**config.mk**
```make
export PLATFORM = sky130hd
export DESIGN_NAME = cda_top
export DESIGN_NICKNAME = d
export VERILOG_FILES = /design/src/rtl/cda_pkg.sv /design/src/rtl/cda_cap_if.sv /design/src/rtl/cda_change_det.sv /design/src/rtl/cda_out_buf.sv /design/src/rtl/cda_top.sv
export VERILOG_INCLUDE_DIRS = /design/src /design/src/rtl
export SDC_FILE = /design/constraint.sdc
export NUM_CORES = 2
export LEC_CHECK = 0
export BUFFER_PORTS_ARGS = -buffer_cell sky130_fd_sc_hd__buf_4
export CAP_MARGIN = 40
export CORE_ASPECT_RATIO = 1.4
export CORE_MARGIN = 4
export CORE_UTILIZATION = 60
export CTS_CLUSTER_DIAMETER = 30
export DETAILED_ROUTE_END_ITERATION = 10
export PLACE_DENSITY_LB_ADDON = 0.15
export SYNTH_ARGS = -nofsm -noshare
export SYNTH_HDL_FRONTEND = slang
export SYNTH_SLANG_ARGS = --single-unit
```
**constraint.sdc**
```tcl
create_clock -name i_ref_clk -period 6 [get_ports i_ref_clk]
set_input_delay 0.3 -clock i_ref_clk [delete_from_list [all_inputs] [get_ports i_ref_clk]]
set_output_delay 0.3 -clock i_ref_clk [all_outputs]
set_load 0.01 [all_outputs]
```
**src/rtl/cda_regs.svh**
```systemverilog
// Register offsets, field positions, reset values and timing counts of the acquisition block.
// Assumes byte addresses on an AXI4-Lite bus with 32-bit data words.
`ifndef CDA_REGS_SVH
`define CDA_REGS_SVH
`define CDA_ADDR_W 8
`define CDA_CTRL_OFS 8'h00
`define CDA_CMD_OFS 8'h04
`define CDA_MASK_OFS 8'h08
`define CDA_PATTERN_OFS 8'h0C
`define CDA_PRETRIG_OFS 8'h10
`define CDA_POSTTRIG_OFS 8'h14
`define CDA_STATUS_OFS 8'h18
`define CDA_IRQ_MASK_OFS 8'h1C
`define CDA_DATA_OFS 8'h20
`define CDA_FILL_OFS 8'h24
`define CDA_IN_CNT_LO_OFS 8'h28
`define CDA_IN_CNT_HI_OFS 8'h2C
`define CDA_OUT_CNT_LO_OFS 8'h30
`define CDA_OUT_CNT_HI_OFS 8'h34
`define CDA_OUT_DATA_OFS 8'h38
`define CDA_CTRL_TRIG_LSB 0
`define CDA_CTRL_WIDTH_LSB 2
`define CDA_CTRL_GRP_BIT 4
`define CDA_CTRL_IRQX_BIT 5
`define CDA_CTRL_PRELOAD_DIS_BIT 6
`define CDA_CTRL_PAT_EN_BIT 7
`define CDA_CTRL_PAT_POL_BIT 8
`define CDA_CMD_START_BIT 0
`define CDA_CMD_ABORT_BIT 1
`define CDA_CMD_OUT_START_BIT 2
`define CDA_ST_SAMPLE_BIT 0
`define CDA_ST_BLOCK_BIT 1
`define CDA_ST_PREERR_BIT 2
`define CDA_ST_DONE_BIT 3
`define CDA_ST_OVF_BIT 4
`define CDA_ST_W 5
`define CDA_CTRL_RST 32'h0000_0000
`define CDA_MASK_RST 32'hFFFF_FFFF
`define CDA_CLK_NS 20
`define CDA_CAP_MIN_NS 50
`define CDA_CAP_MAX_NS 150
`define CDA_CAP_MIN_CYC ((`CDA_CAP_MIN_NS + `CDA_CLK_NS - 1) / `CDA_CLK_NS)
`define CDA_CAP_MAX_CYC (`CDA_CAP_MAX_NS / `CDA_CLK_NS)
`define CDA_RESP_OKAY 2'h0
`define CDA_RESP_SLVERR 2'h2
`endif

```
**src/rtl/cda_pkg.sv**
```systemverilog
// Types shared by the acquisition block modules.
// Assumes nothing of its surroundings.
package cda_pkg;
  typedef enum logic [1:0] {CDA_W8, CDA_W16, CDA_W32, CDA_WRSV} cda_width_t;
  typedef enum logic [1:0] {CDA_TRIG_NONE, CDA_TRIG_START, CDA_TRIG_STOP, CDA_TRIG_BOTH} cda_trig_t;
endpackage : cda_pkg

```
**src/rtl/cda_cap_if.sv**
```systemverilog
// Carrier between the line detector and the block core.
// Assumes both ends run on the same clock.
`timescale 1ns/1ps
`default_nettype none
interface cda_cap_if;
  logic [31:0] mask;
  logic [31:0] pattern;
  logic [1:0] width;
  logic grp;
  logic pat_pol;
  logic [31:0] sample;
  logic change;
  logic pat_hit;
  logic start_rise;
  logic stop_rise;
  modport det (input mask, pattern, width, grp, pat_pol, output sample, change, pat_hit, start_rise, stop_rise);
  modport core (output mask, pattern, width, grp, pat_pol, input sample, change, pat_hit, start_rise, stop_rise);
endinterface : cda_cap_if
`default_nettype wire

```
**src/rtl/cda_change_det.sv**
```systemverilog
// Input line synchroniser, port selection and masked change detection.
// Assumes pins are asynchronous to i_ref_clk; all outputs are registered.
`timescale 1ns/1ps
`default_nettype none
module cda_change_det
  import cda_pkg::*;
(
  input wire logic i_ref_clk,
  input wire logic i_reset_n,
  input wire logic [31:0] i_lines,
  input wire logic i_start_trigger_in,
  input wire logic i_stop_trigger_in,
  cda_cap_if.det cap
);
  logic [33:0] s1_q, s2_q, s3_q, st_q, st_d;
  logic [31:0] sel_now, sel_new, msk;

  // Selected port lines, right aligned; unused upper bits read zero
  function automatic logic [31:0] port_sel(input logic [31:0] l, input logic [1:0] w, input logic g);
    case (w)
      CDA_W16: port_sel = g ? {16'h0000, l[31:16]} : {16'h0000, l[15:0]};
      CDA_W32: port_sel = l;
      default: port_sel = g ? {24'h000000, l[23:16]} : {24'h000000, l[7:0]};
    endcase
  endfunction : port_sel

  // A bit moves only once the second and third stages agree
  assign st_d = (~(s2_q ^ s3_q) & s3_q) | ((s2_q ^ s3_q) & st_q);
  assign sel_now = port_sel(st_q[31:0], cap.width, cap.grp);
  assign sel_new = port_sel(st_d[31:0], cap.width, cap.grp);
  assign msk = cap.mask & port_sel(32'hFFFF_FFFF, cap.width, cap.grp);

  always_ff @(posedge i_ref_clk) begin
    if (!i_reset_n) begin
      s1_q <= 34'h0;
      s2_q <= 34'h0;
      s3_q <= 34'h0;
      st_q <= 34'h0;
    end else begin
      s1_q <= {i_stop_trigger_in, i_start_trigger_in, i_lines};
      s2_q <= s1_q;
      s3_q <= s2_q;
      st_q <= st_d;
    end
  end

  always_ff @(posedge i_ref_clk) begin
    if (!i_reset_n) begin
      cap.sample <= 32'h0;
      cap.change <= 1'b0;
      cap.pat_hit <= 1'b0;
      cap.start_rise <= 1'b0;
      cap.stop_rise <= 1'b0;
    end else begin
      cap.sample <= sel_new;
      cap.change <= |((sel_new ^ sel_now) & msk);
      cap.pat_hit <= (((sel_new ^ cap.pattern) & msk) == 32'h0) ^ cap.pat_pol;
      cap.start_rise <= st_d[32] & ~st_q[32];
      cap.stop_rise <= st_d[33] & ~st_q[33];
    end
  end
endmodule : cda_change_det
`default_nettype wire

```
**src/rtl/cda_out_buf.sv**
```systemverilog
// Onboard output memory with optional preload before output begins.
// Assumes pushes come from register writes; emits one word per clock while running.
`timescale 1ns/1ps
`default_nettype none
module cda_out_buf #(
  parameter int DEPTH = 16
) (
  input wire logic i_ref_clk,
  input wire logic i_reset_n,
  input wire logic i_push,
  input wire logic [31:0] i_data,
  input wire logic i_start,
  input wire logic i_abort,
  input wire logic i_preload_en,
  output logic [31:0] o_lines,
  output logic o_valid,
  output logic o_full
);
  localparam int AW = $clog2(DEPTH);
  logic [31:0] mem [DEPTH];
  logic [AW-1:0] wp_q, rp_q;
  logic [AW:0] cnt_q;
  logic run_q, wait_q, pop, push;

  assign o_full = (cnt_q == (AW+1)'(DEPTH));
  assign push = i_push & ~o_full;
  assign pop = run_q & ~wait_q & (cnt_q != '0);

  always_ff @(posedge i_ref_clk) begin
    if (push) begin
      mem[wp_q] <= i_data;
    end
  end

  always_ff @(posedge i_ref_clk) begin
    if (!i_reset_n) begin
      wp_q <= '0;
      rp_q <= '0;
      cnt_q <= '0;
    end else begin
      if (push) begin
        wp_q <= (wp_q == AW'(DEPTH-1)) ? '0 : wp_q + 1'b1;
      end
      if (pop) begin
        rp_q <= (rp_q == AW'(DEPTH-1)) ? '0 : rp_q + 1'b1;
      end
      cnt_q <= cnt_q + (AW+1)'(push) - (AW+1)'(pop);
    end
  end

  // hold output until memory is full
  always_ff @(posedge i_ref_clk) begin
    if (!i_reset_n || i_abort) begin
      run_q <= 1'b0;
      wait_q <= 1'b0;
    end else if (i_start) begin
      run_q <= 1'b1;
      wait_q <= i_preload_en;
    end else if (wait_q && o_full) begin
      wait_q <= 1'b0;
    end
  end

  always_ff @(posedge i_ref_clk) begin
    if (!i_reset_n) begin
      o_lines <= 32'h0;
      o_valid <= 1'b0;
    end else begin
      o_valid <= pop;
      if (pop) begin
        o_lines <= mem[rp_q];
      end
    end
  end
endmodule : cda_out_buf
`default_nettype wire

```
**src/rtl/cda_top.sv**
```systemverilog
// Change-detection acquisition block with AXI4-Lite registers and one interrupt.
// Assumes data and trigger pins are asynchronous; host polls or takes the interrupt.
// Operation
// - monitored change captures data, pulses strobe
// - only masked lines count as changes
// - whole configured port is latched
// - width selectable as 8, 16, 32
// - fixed port and group combinations
// - no trigger starts on software command
// - start mode waits for start trigger
// - stop trigger keeps pre, captures post
// - early stop trigger flags an error
// - block event marks each whole block, remainder stays
// - interrupt mode offers every sample immediately
// - output preloads memory unless disabled
// - pattern trigger uses change mask
`timescale 1ns/1ps
`default_nettype none
`include "cda_regs.svh"
module cda_top
  import cda_pkg::*;
#(
  parameter int BLOCK_BYTES = 32,
  parameter int OUT_DEPTH = 16
) (
  input wire logic i_ref_clk,
  input wire logic i_reset_n,
  input wire logic [`CDA_ADDR_W-1:0] i_s_axi_awaddr,
  input wire logic i_s_axi_awvalid,
  output logic o_s_axi_awready,
  input wire logic [31:0] i_s_axi_wdata,
  input wire logic [3:0] i_s_axi_wstrb,
  input wire logic i_s_axi_wvalid,
  output logic o_s_axi_wready,
  output logic [1:0] o_s_axi_bresp,
  output logic o_s_axi_bvalid,
  input wire logic i_s_axi_bready,
  input wire logic [`CDA_ADDR_W-1:0] i_s_axi_araddr,
  input wire logic i_s_axi_arvalid,
  output logic o_s_axi_arready,
  output logic [31:0] o_s_axi_rdata,
  output logic [1:0] o_s_axi_rresp,
  output logic o_s_axi_rvalid,
  input wire logic i_s_axi_rready,
  input wire logic [7:0] i_port_zero_lines,
  input wire logic [7:0] i_port_one_lines,
  input wire logic [7:0] i_port_two_lines,
  input wire logic [7:0] i_port_three_lines,
  input wire logic i_start_trigger_in,
  input wire logic i_stop_trigger_in,
  output logic o_sample_strobe,
  output logic [31:0] o_out_lines,
  output logic o_out_valid,
  output logic o_busy,
  output logic o_irq
);
  localparam int BW = $clog2(BLOCK_BYTES + 1);
  localparam int AW = $clog2(BLOCK_BYTES);
  typedef enum logic [2:0] {CDA_IDLE, CDA_WAIT_START, CDA_RUN, CDA_POST} cda_state_t;

  cda_cap_if cap ();
  cda_state_t state_q;
  logic [31:0] ctrl_q, mask_q, pattern_q, pre_q, post_q, pre_cnt_q, post_cnt_q, rdata, snap_hi_q;
  logic [`CDA_ST_W-1:0] status_q, irq_mask_q, ev;
  logic [63:0] in_cnt_q [2];
  logic [63:0] out_cnt_q [2];
  logic [31:0] mem [BLOCK_BYTES];
  logic [AW-1:0] wp_q, rp_q;
  logic [AW:0] ent_q;
  logic [BW-1:0] fill_q, fill_d, bps;
  logic [`CDA_ADDR_W-1:0] awaddr_q;
  logic [31:0] wdata_q;
  logic aw_have_q, w_have_q, wr_go, rd_go, cmd_start, cmd_abort, cmd_out, out_push;
  logic acq, push, pop, full, rd_status, rd_data, rd_lo, rd_olo, rd_hit, wr_hit;
  logic start_ev, stop_ev;
  cda_trig_t trig;

  assign trig = cda_trig_t'(ctrl_q[`CDA_CTRL_TRIG_LSB +: 2]);
  assign cap.mask = mask_q;
  assign cap.pattern = pattern_q;
  assign cap.width = ctrl_q[`CDA_CTRL_WIDTH_LSB +: 2];
  assign cap.grp = (cap.width == CDA_W32) ? 1'b0 : ctrl_q[`CDA_CTRL_GRP_BIT];
  assign cap.pat_pol = ctrl_q[`CDA_CTRL_PAT_POL_BIT];

  cda_change_det u_det (
    .i_ref_clk(i_ref_clk),
    .i_reset_n(i_reset_n),
    .i_lines({i_port_three_lines, i_port_two_lines, i_port_one_lines, i_port_zero_lines}),
    .i_start_trigger_in(i_start_trigger_in),
    .i_stop_trigger_in(i_stop_trigger_in),
    .cap(cap)
  );

  // Write channel: address and data taken in either order
  assign o_s_axi_awready = ~aw_have_q;
  assign o_s_axi_wready = ~w_have_q;
  assign wr_go = aw_have_q & w_have_q & ~o_s_axi_bvalid;
  assign o_s_axi_arready = ~o_s_axi_rvalid;
  assign rd_go = i_s_axi_arvalid & o_s_axi_arready;

  always_ff @(posedge i_ref_clk) begin
    if (!i_reset_n) begin
      aw_have_q <= 1'b0;
      w_have_q <= 1'b0;
      awaddr_q <= '0;
      wdata_q <= 32'h0;
      o_s_axi_bvalid <= 1'b0;
      o_s_axi_bresp <= `CDA_RESP_OKAY;
    end else begin
      if (i_s_axi_awvalid && o_s_axi_awready) begin
        aw_have_q <= 1'b1;
        awaddr_q <= i_s_axi_awaddr;
      end
      if (i_s_axi_wvalid && o_s_axi_wready) begin
        w_have_q <= 1'b1;
        wdata_q <= i_s_axi_wdata;
      end
      if (wr_go) begin
        aw_have_q <= 1'b0;
        w_have_q <= 1'b0;
        o_s_axi_bvalid <= 1'b1;
        o_s_axi_bresp <= wr_hit ? `CDA_RESP_OKAY : `CDA_RESP_SLVERR;
      end else if (i_s_axi_bready) begin
        o_s_axi_bvalid <= 1'b0;
      end
    end
  end

  // Byte strobes are ignored: every register is written as a whole word
  always_comb begin
    wr_hit = 1'b1;
    case (awaddr_q)
      `CDA_CTRL_OFS, `CDA_CMD_OFS, `CDA_MASK_OFS, `CDA_PATTERN_OFS, `CDA_PRETRIG_OFS,
      `CDA_POSTTRIG_OFS, `CDA_IRQ_MASK_OFS, `CDA_OUT_DATA_OFS: wr_hit = 1'b1;
      default: wr_hit = 1'b0;
    endcase
  end

  assign cmd_start = wr_go & (awaddr_q == `CDA_CMD_OFS) & wdata_q[`CDA_CMD_START_BIT];
  assign cmd_abort = wr_go & (awaddr_q == `CDA_CMD_OFS) & wdata_q[`CDA_CMD_ABORT_BIT];
  assign cmd_out = wr_go & (awaddr_q == `CDA_CMD_OFS) & wdata_q[`CDA_CMD_OUT_START_BIT];
  assign out_push = wr_go & (awaddr_q == `CDA_OUT_DATA_OFS);

  always_ff @(posedge i_ref_clk) begin
    if (!i_reset_n) begin
      ctrl_q <= `CDA_CTRL_RST;
      mask_q <= `CDA_MASK_RST;
      pattern_q <= 32'h0;
      pre_q <= 32'h0;
      post_q <= 32'h0;
      irq_mask_q <= '0;
    end else if (wr_go) begin
      case (awaddr_q)
        `CDA_CTRL_OFS: ctrl_q <= wdata_q;
        `CDA_MASK_OFS: mask_q <= wdata_q;
        `CDA_PATTERN_OFS: pattern_q <= wdata_q;
        `CDA_PRETRIG_OFS: pre_q <= wdata_q;
        `CDA_POSTTRIG_OFS: post_q <= wdata_q;
        `CDA_IRQ_MASK_OFS: irq_mask_q <= wdata_q[`CDA_ST_W-1:0];
        default: ;
      endcase
    end
  end

  // Trigger sources: pin edges, or a pattern hit when enabled
  assign start_ev = cap.start_rise | (ctrl_q[`CDA_CTRL_PAT_EN_BIT] & cap.pat_hit);
  assign stop_ev = cap.stop_rise | (ctrl_q[`CDA_CTRL_PAT_EN_BIT] & cap.pat_hit);
  assign acq = (state_q == CDA_RUN) | (state_q == CDA_POST);

  always_ff @(posedge i_ref_clk) begin
    if (!i_reset_n || cmd_abort) begin
      state_q <= CDA_IDLE;
      pre_cnt_q <= 32'h0;
      post_cnt_q <= 32'h0;
    end else begin
      case (state_q)
        CDA_IDLE: begin
          if (cmd_start) begin
            pre_cnt_q <= 32'h0;
            post_cnt_q <= 32'h0;
            state_q <= (trig == CDA_TRIG_START || trig == CDA_TRIG_BOTH) ? CDA_WAIT_START : CDA_RUN;
          end
        end
        CDA_WAIT_START: begin
          if (start_ev) begin
            state_q <= CDA_RUN;
          end
        end
        CDA_RUN: begin
          if (push && pre_cnt_q != 32'hFFFF_FFFF) begin
            pre_cnt_q <= pre_cnt_q + 32'h1;
          end
          if ((trig == CDA_TRIG_STOP || trig == CDA_TRIG_BOTH) && stop_ev) begin
            state_q <= (post_q == 32'h0) ? CDA_IDLE : CDA_POST;
          end
        end
        CDA_POST: begin
          if (push) begin
            post_cnt_q <= post_cnt_q + 32'h1;
            if (post_cnt_q + 32'h1 >= post_q) begin
              state_q <= CDA_IDLE;
            end
          end
        end
        default: state_q <= CDA_IDLE;
      endcase
    end
  end

  // strobe and capture on a monitored change
  always_ff @(posedge i_ref_clk) begin
    if (!i_reset_n) begin
      o_sample_strobe <= 1'b0;
    end else begin
      o_sample_strobe <= cap.change & acq;
    end
  end

  // block buffer; sub-block remainder is kept
  assign bps = (cap.width == CDA_W32) ? BW'(4) : (cap.width == CDA_W16) ? BW'(2) : BW'(1);
  assign full = (ent_q == (AW+1)'(BLOCK_BYTES)) | (fill_q + bps > BW'(BLOCK_BYTES));
  assign push = cap.change & acq & ~full;
  assign rd_data = rd_go & (i_s_axi_araddr == `CDA_DATA_OFS);
  assign pop = rd_data & (ent_q != '0);
  assign fill_d = fill_q + (push ? bps : BW'(0)) - (pop ? bps : BW'(0));

  always_ff @(posedge i_ref_clk) begin
    if (push) begin
      mem[wp_q] <= cap.sample;
    end
  end

  always_ff @(posedge i_ref_clk) begin
    if (!i_reset_n || cmd_start) begin
      wp_q <= '0;
      rp_q <= '0;
      ent_q <= '0;
      fill_q <= '0;
    end else begin
      if (push) begin
        wp_q <= (wp_q == AW'(BLOCK_BYTES-1)) ? '0 : wp_q + 1'b1;
      end
      if (pop) begin
        rp_q <= (rp_q == AW'(BLOCK_BYTES-1)) ? '0 : rp_q + 1'b1;
      end
      ent_q <= ent_q + (AW+1)'(push) - (AW+1)'(pop);
      fill_q <= fill_d;
    end
  end

  always_ff @(posedge i_ref_clk) begin
    if (!i_reset_n) begin
      in_cnt_q[0] <= 64'h0;
      in_cnt_q[1] <= 64'h0;
      out_cnt_q[0] <= 64'h0;
      out_cnt_q[1] <= 64'h0;
    end else begin
      if (cmd_start) begin
        in_cnt_q[cap.grp] <= 64'h0;
      end else if (push) begin
        in_cnt_q[cap.grp] <= in_cnt_q[cap.grp] + 64'h1;
      end
      if (cmd_out) begin
        out_cnt_q[cap.grp] <= 64'h0;
      end else if (o_out_valid) begin
        out_cnt_q[cap.grp] <= out_cnt_q[cap.grp] + 64'h1;
      end
    end
  end

  // Sticky events; a set in the clearing read cycle survives
  always_comb begin
    ev = '0;
    ev[`CDA_ST_SAMPLE_BIT] = push & ctrl_q[`CDA_CTRL_IRQX_BIT];
    ev[`CDA_ST_BLOCK_BIT] = ~ctrl_q[`CDA_CTRL_IRQX_BIT] & (fill_d >= BW'(BLOCK_BYTES))
      & (fill_q < BW'(BLOCK_BYTES));
    ev[`CDA_ST_PREERR_BIT] = (state_q == CDA_RUN) & (trig == CDA_TRIG_STOP || trig == CDA_TRIG_BOTH)
      & stop_ev & (pre_cnt_q < pre_q);
    ev[`CDA_ST_DONE_BIT] = acq & ~cmd_abort & (((state_q == CDA_POST) & push & (post_cnt_q + 32'h1 >= post_q))
      | ((state_q == CDA_RUN) & (trig == CDA_TRIG_STOP || trig == CDA_TRIG_BOTH) & stop_ev & (post_q == 32'h0)));
    ev[`CDA_ST_OVF_BIT] = cap.change & acq & full;
  end

  assign rd_status = rd_go & (i_s_axi_araddr == `CDA_STATUS_OFS);
  always_ff @(posedge i_ref_clk) begin
    if (!i_reset_n) begin
      status_q <= '0;
    end else begin
      status_q <= (rd_status ? '0 : status_q) | ev;
    end
  end
  assign o_irq = |(status_q & irq_mask_q);
  assign o_busy = state_q != CDA_IDLE;

  // low-half read freezes the high half
  assign rd_lo = rd_go & (i_s_axi_araddr == `CDA_IN_CNT_LO_OFS);
  assign rd_olo = rd_go & (i_s_axi_araddr == `CDA_OUT_CNT_LO_OFS);
  always_ff @(posedge i_ref_clk) begin
    if (!i_reset_n) begin
      snap_hi_q <= 32'h0;
    end else if (rd_lo) begin
      snap_hi_q <= in_cnt_q[cap.grp][63:32];
    end else if (rd_olo) begin
      snap_hi_q <= out_cnt_q[cap.grp][63:32];
    end
  end

  always_comb begin
    rdata = 32'h0;
    rd_hit = 1'b1;
    case (i_s_axi_araddr)
      `CDA_CTRL_OFS: rdata = ctrl_q;
      `CDA_MASK_OFS: rdata = mask_q;
      `CDA_PATTERN_OFS: rdata = pattern_q;
      `CDA_PRETRIG_OFS: rdata = pre_q;
      `CDA_POSTTRIG_OFS: rdata = post_q;
      `CDA_STATUS_OFS: rdata = 32'(status_q);
      `CDA_IRQ_MASK_OFS: rdata = 32'(irq_mask_q);
      `CDA_DATA_OFS: rdata = (ent_q != '0) ? mem[rp_q] : 32'h0;
      `CDA_FILL_OFS: rdata = {13'h0000, 3'(state_q), 8'(ent_q), 8'(fill_q)};
      `CDA_IN_CNT_LO_OFS: rdata = in_cnt_q[cap.grp][31:0];
      `CDA_IN_CNT_HI_OFS, `CDA_OUT_CNT_HI_OFS: rdata = snap_hi_q;
      `CDA_OUT_CNT_LO_OFS: rdata = out_cnt_q[cap.grp][31:0];
      `CDA_CMD_OFS, `CDA_OUT_DATA_OFS: rdata = 32'h0;
      default: rd_hit = 1'b0;
    endcase
  end

  always_ff @(posedge i_ref_clk) begin
    if (!i_reset_n) begin
      o_s_axi_rvalid <= 1'b0;
      o_s_axi_rdata <= 32'h0;
      o_s_axi_rresp <= `CDA_RESP_OKAY;
    end else if (rd_go) begin
      o_s_axi_rvalid <= 1'b1;
      o_s_axi_rdata <= rdata;
      o_s_axi_rresp <= rd_hit ? `CDA_RESP_OKAY : `CDA_RESP_SLVERR;
    end else if (i_s_axi_rready) begin
      o_s_axi_rvalid <= 1'b0;
    end
  end

  cda_out_buf #(.DEPTH(OUT_DEPTH)) u_out (
    .i_ref_clk(i_ref_clk),
    .i_reset_n(i_reset_n),
    .i_push(out_push),
    .i_data(wdata_q),
    .i_start(cmd_out),
    .i_abort(cmd_abort),
    .i_preload_en(~ctrl_q[`CDA_CTRL_PRELOAD_DIS_BIT]),
    .o_lines(o_out_lines),
    .o_valid(o_out_valid),
    .o_full()
  );
endmodule : cda_top
`default_nettype wire

```
==> flow_summary.toml <==
[run_status]
status = "completed"

[worst_setup_path]
cp.depth = 12
crit_family = "simple AND/OR/NAND/NOR gates"
worstPathRequired_ns = 6.58
r2r-start = "ctrl_q[2]$_SDFFE_PN0P_"
startpoint = "ctrl_q[2]$_SDFFE_PN0P_"
slowest_stage = "nor2_4"
r2r_slack_ns = 0.77
worst_setup_path_end_kind = "flop"
max_stage_delay_ns = 0.87
path_buf_inv = 3
worst_ep_arrival_time_ns = 5.81
reg2reg_depth = 12
setup.worst_path.start_class = "flop"
cp_max_fo = 16
crit_chain = "inv_1, ha_1, ha_1, fa_1, xor2_1, or3_1, o311a_1, a211oi_2, buf_4, nand2_1, nor2_4, buf_4"
crit_end = "mem[9][26]$_DFFE_PP_"
crit_type = "flop to flop"
r2r-end = "mem[9][26]$_DFFE_PP_"

[synthesis]
synth_edf_count = 1792
synthArstFlopShare_pct = 0
seq_area_frac_synth_pct = 66.3
synth_area_mm2 = 0.0991
ys_warn_count = 0
avgSynthCellArea_um2 = 14.4
synth_ff_type = "edfxtp_1"
synth_cell_type_count = 85
synthCells = 6866
ys_ff_latch = 2386

[sta]
timing.setup.tns_ns = 0
setup-violations-final = 0
slew_viol_final = 0
worst_slack_ns = 0.768
fin_crit_ns = 5.23
rsz0062_at_grt = "false"
worstMarginPinSlew_ns = 1.10
finalClockSkew_ns = 0.0723
max-slew-margin-rel_pct = 26.6
clock.fmax_ghz = 0.191
min_period_over_period_pct = 87.2
finalHoldViolations = 0

[power_and_ir_drop]
p_seq_share_pct = 44.4
pwr-share-clk_pct = 54.0
p_switching_w = 0.00865
p_leak_nw = 37.6
p_comb_share_pct = 1.6
p_per_area_mw_per_mm2 = 340
total_power_w = 0.0402
switching_share_pct = 21.5
intPower_w = 0.0315
peakVddDrop_uv = 329

[cts]
h-tree-depth = 5
cts_buffer_depth = 4
cts_root_buffer = "clkbuf_16"
cts_setup_buffers = 0
ctsResizeCount = 0
path_clk_slew_ns = 0.05
cts_tree = "done"
insertion_delay_ns = 0.96
cts.sinks = 2386
numCtsBuffers = 370

[routing]
drtIter0Drc = 8334
vias_per_cell = 6.53
routed_wl_um = 300000
post-route-drc-count = 0
wire_per_inst_um = 30.7
antenna_left = 0
via_count = 63800
first_pass_iters = 8

[die]
floorplan.initialDensity_pct = 60.3
num_rows = 176
pin_count = 170
die_h_um = 489
dieArea_mm2 = 0.172
die_x_um = 351
coreArea_mm2 = 0.164

[grt]
overflow = 0
antenna_found_initial = 17
grt_pass1_wl_um = 432000
grt_max_degree = 176
grt_pass1_vias = 63200
track_usage_pct = 35.0

[worst_hold_path]
hold_start = "i_s_axi_araddr[4]"
hp-class = "primary input to flop"
holdPathStages = 6

[finish]
area.growth.synth_to_final_pct = 19.2
drive_above_1_share_pct = 21.9
final_nets = 7537

[job]
maxCapViolations = 0

[placement]
dpl.hpwl_um = 182000
io_buffers = 163
gp_congestion = 0.985
pre_cts_slack_ns = 0.801
## cells in the final DEF, fill, tap and decap left out, types with 141 or more instances in the layout
| cell | n |
|---|---|
| nand3_1 | 186 |
| nor2_1 | 508 |
| and2_1 | 152 |
| buf_4 | 305 |
| clkbuf_16 | 378 |
| nand2_1 | 843 |
| a21oi_1 | 394 |
| mux2i_1 | 141 |
| edfxtp_1 | 1792 |
| mux4_2 | 489 |
| dfxtp_1 | 585 |
## synthesized netlist by cell type (all sizes together), types with 34 or more instances
cell type / n / area (um2)
a21o: 47 / 353
a21oi: 395 / 1980
a221oi: 53 / 464
a22o: 34 / 298
a22oi: 59 / 443
and2: 153 / 957
and3: 41 / 257
buf: 102 / 475
clkbuf: 281 / 1060
dfxtp: 594 / 11900
edfxtp: 1792 / 53800
ha: 107 / 1340
inv: 118 / 443
mux2: 42 / 473
mux2i: 142 / 1430
mux4: 489 / 11000
nand2: 849 / 3190
nand3: 186 / 931
nand4: 45 / 297
nor2: 557 / 2090
nor3: 87 / 473
o21ai: 126 / 634
xnor2: 112 / 981
xor2: 136 / 1190
## worst register-to-register path: stages, from the launching register on
cell and delay, ns:
dfxtp_1 0.41, inv_1 0.07, ha_1 0.32, ha_1 0.22
fa_1 0.43, xor2_1 0.15, or3_1 0.30, o311a_1 0.37
a211oi_2 0.42, buf_4 0.37, nand2_1 0.56, nor2_4 0.88
buf_4 0.38
## power by group through the flow
stage	Combinational, W	Clock, W	Sequential (W)
after CTS	0.000624	0.0218	0.0178
after global routing	0.000674	0.0227	0.0178
after floorplan	0.000267	0	0.0181
final	0.000644	0.0217	0.0178
after global placement	0.000472	0	0.0182
after detailed placement	0.000574	0	0.0182
## how the worst min path moves through the flow
stage / end / slack (ns)
after global placement: u_det.s2_q[8]$_SDFF_PN0_ / 0.42
after CTS: o_s_axi_rdata[21]$_SDFFE_PN0P_ / 0.02
after global routing: o_s_axi_rdata[22]$_SDFFE_PN0P_ / 0.09
after detailed placement: u_det.s2_q[2]$_SDFF_PN0_ / 0.42
after floorplan: u_det.cap.stop_rise$_SDFF_PN0_ / 0.39
final: o_s_axi_rdata[21]$_SDFFE_PN0P_ / 0.08
## area by class of cell
class                   instances  area [um2]
diodes                          6        15.0
multi-input cells            3979       31800
flip-flops and latches       2386       65700
well taps                    2136        2670
inverters                     119         454
clock buffers                 419        9870
fillers                     10300       46200
clock inverters               250        2830
repair buffers                475        4710
## timing repair
item / CTS / global route
hold buffers: 85 / 0
endpoints found under the setup margin: 0 / 0
hold endpoints to repair: 89 / 0
## registers in the layout (all words and copies together) (netlist names), 34 cells and up, named ones only
signal,count
mem,1024
in_cnt_q,128
u_out.mem,512
u_det.st_q,34
u_det.s1_q,34
u_det.s3_q,34
u_det.s2_q,34
out_cnt_q,128
## routing by layer
layer | part of all wire (%) | wire length [um] | vias to the layer above | track usage, %
li1 | - | - | 26900 | -
met1 | 35 | 106000 | 32100 | 44.1
met2 | 48 | 144000 | 3868 | 56.4
met3 | 11 | 31600 | 832 | 8.82
met4 | 6.2 | 18600 | 14 | 18.3
met5 | 0.033 | 100 | - | 0
## cell families (layout without fill, tap and decap cells)
logic type,count (synthesis),count (layout),share of synthesized area (%)
buffers and inverters,502,1263,2.00
adder cells (fa/ha/maj),138,138,1.73
other,1,8,0.00379
flip-flops,2386,2386,66.3
AND/OR/NAND/NOR,2086,2086,9.56
XOR/XNOR,248,248,2.19
AO/OA/AOI/OAI,832,832,5.16
multiplexers,673,673,13.0
## per-stage QoR
step	cells	utilization, %	hold slack (ns)	cell area [um2]
finish	9770	71.9	0.0830	118000
detailed placement	9004	63.6	0.418	104000
global placement	8947	63.0	0.418	103000
global route	9765	71.9	0.0924	118000
floorplan	6867	-	0.390	99100
CTS	9758	71.8	0.0167	118000
Note: power is estimated with default switching activity, not from simulation.
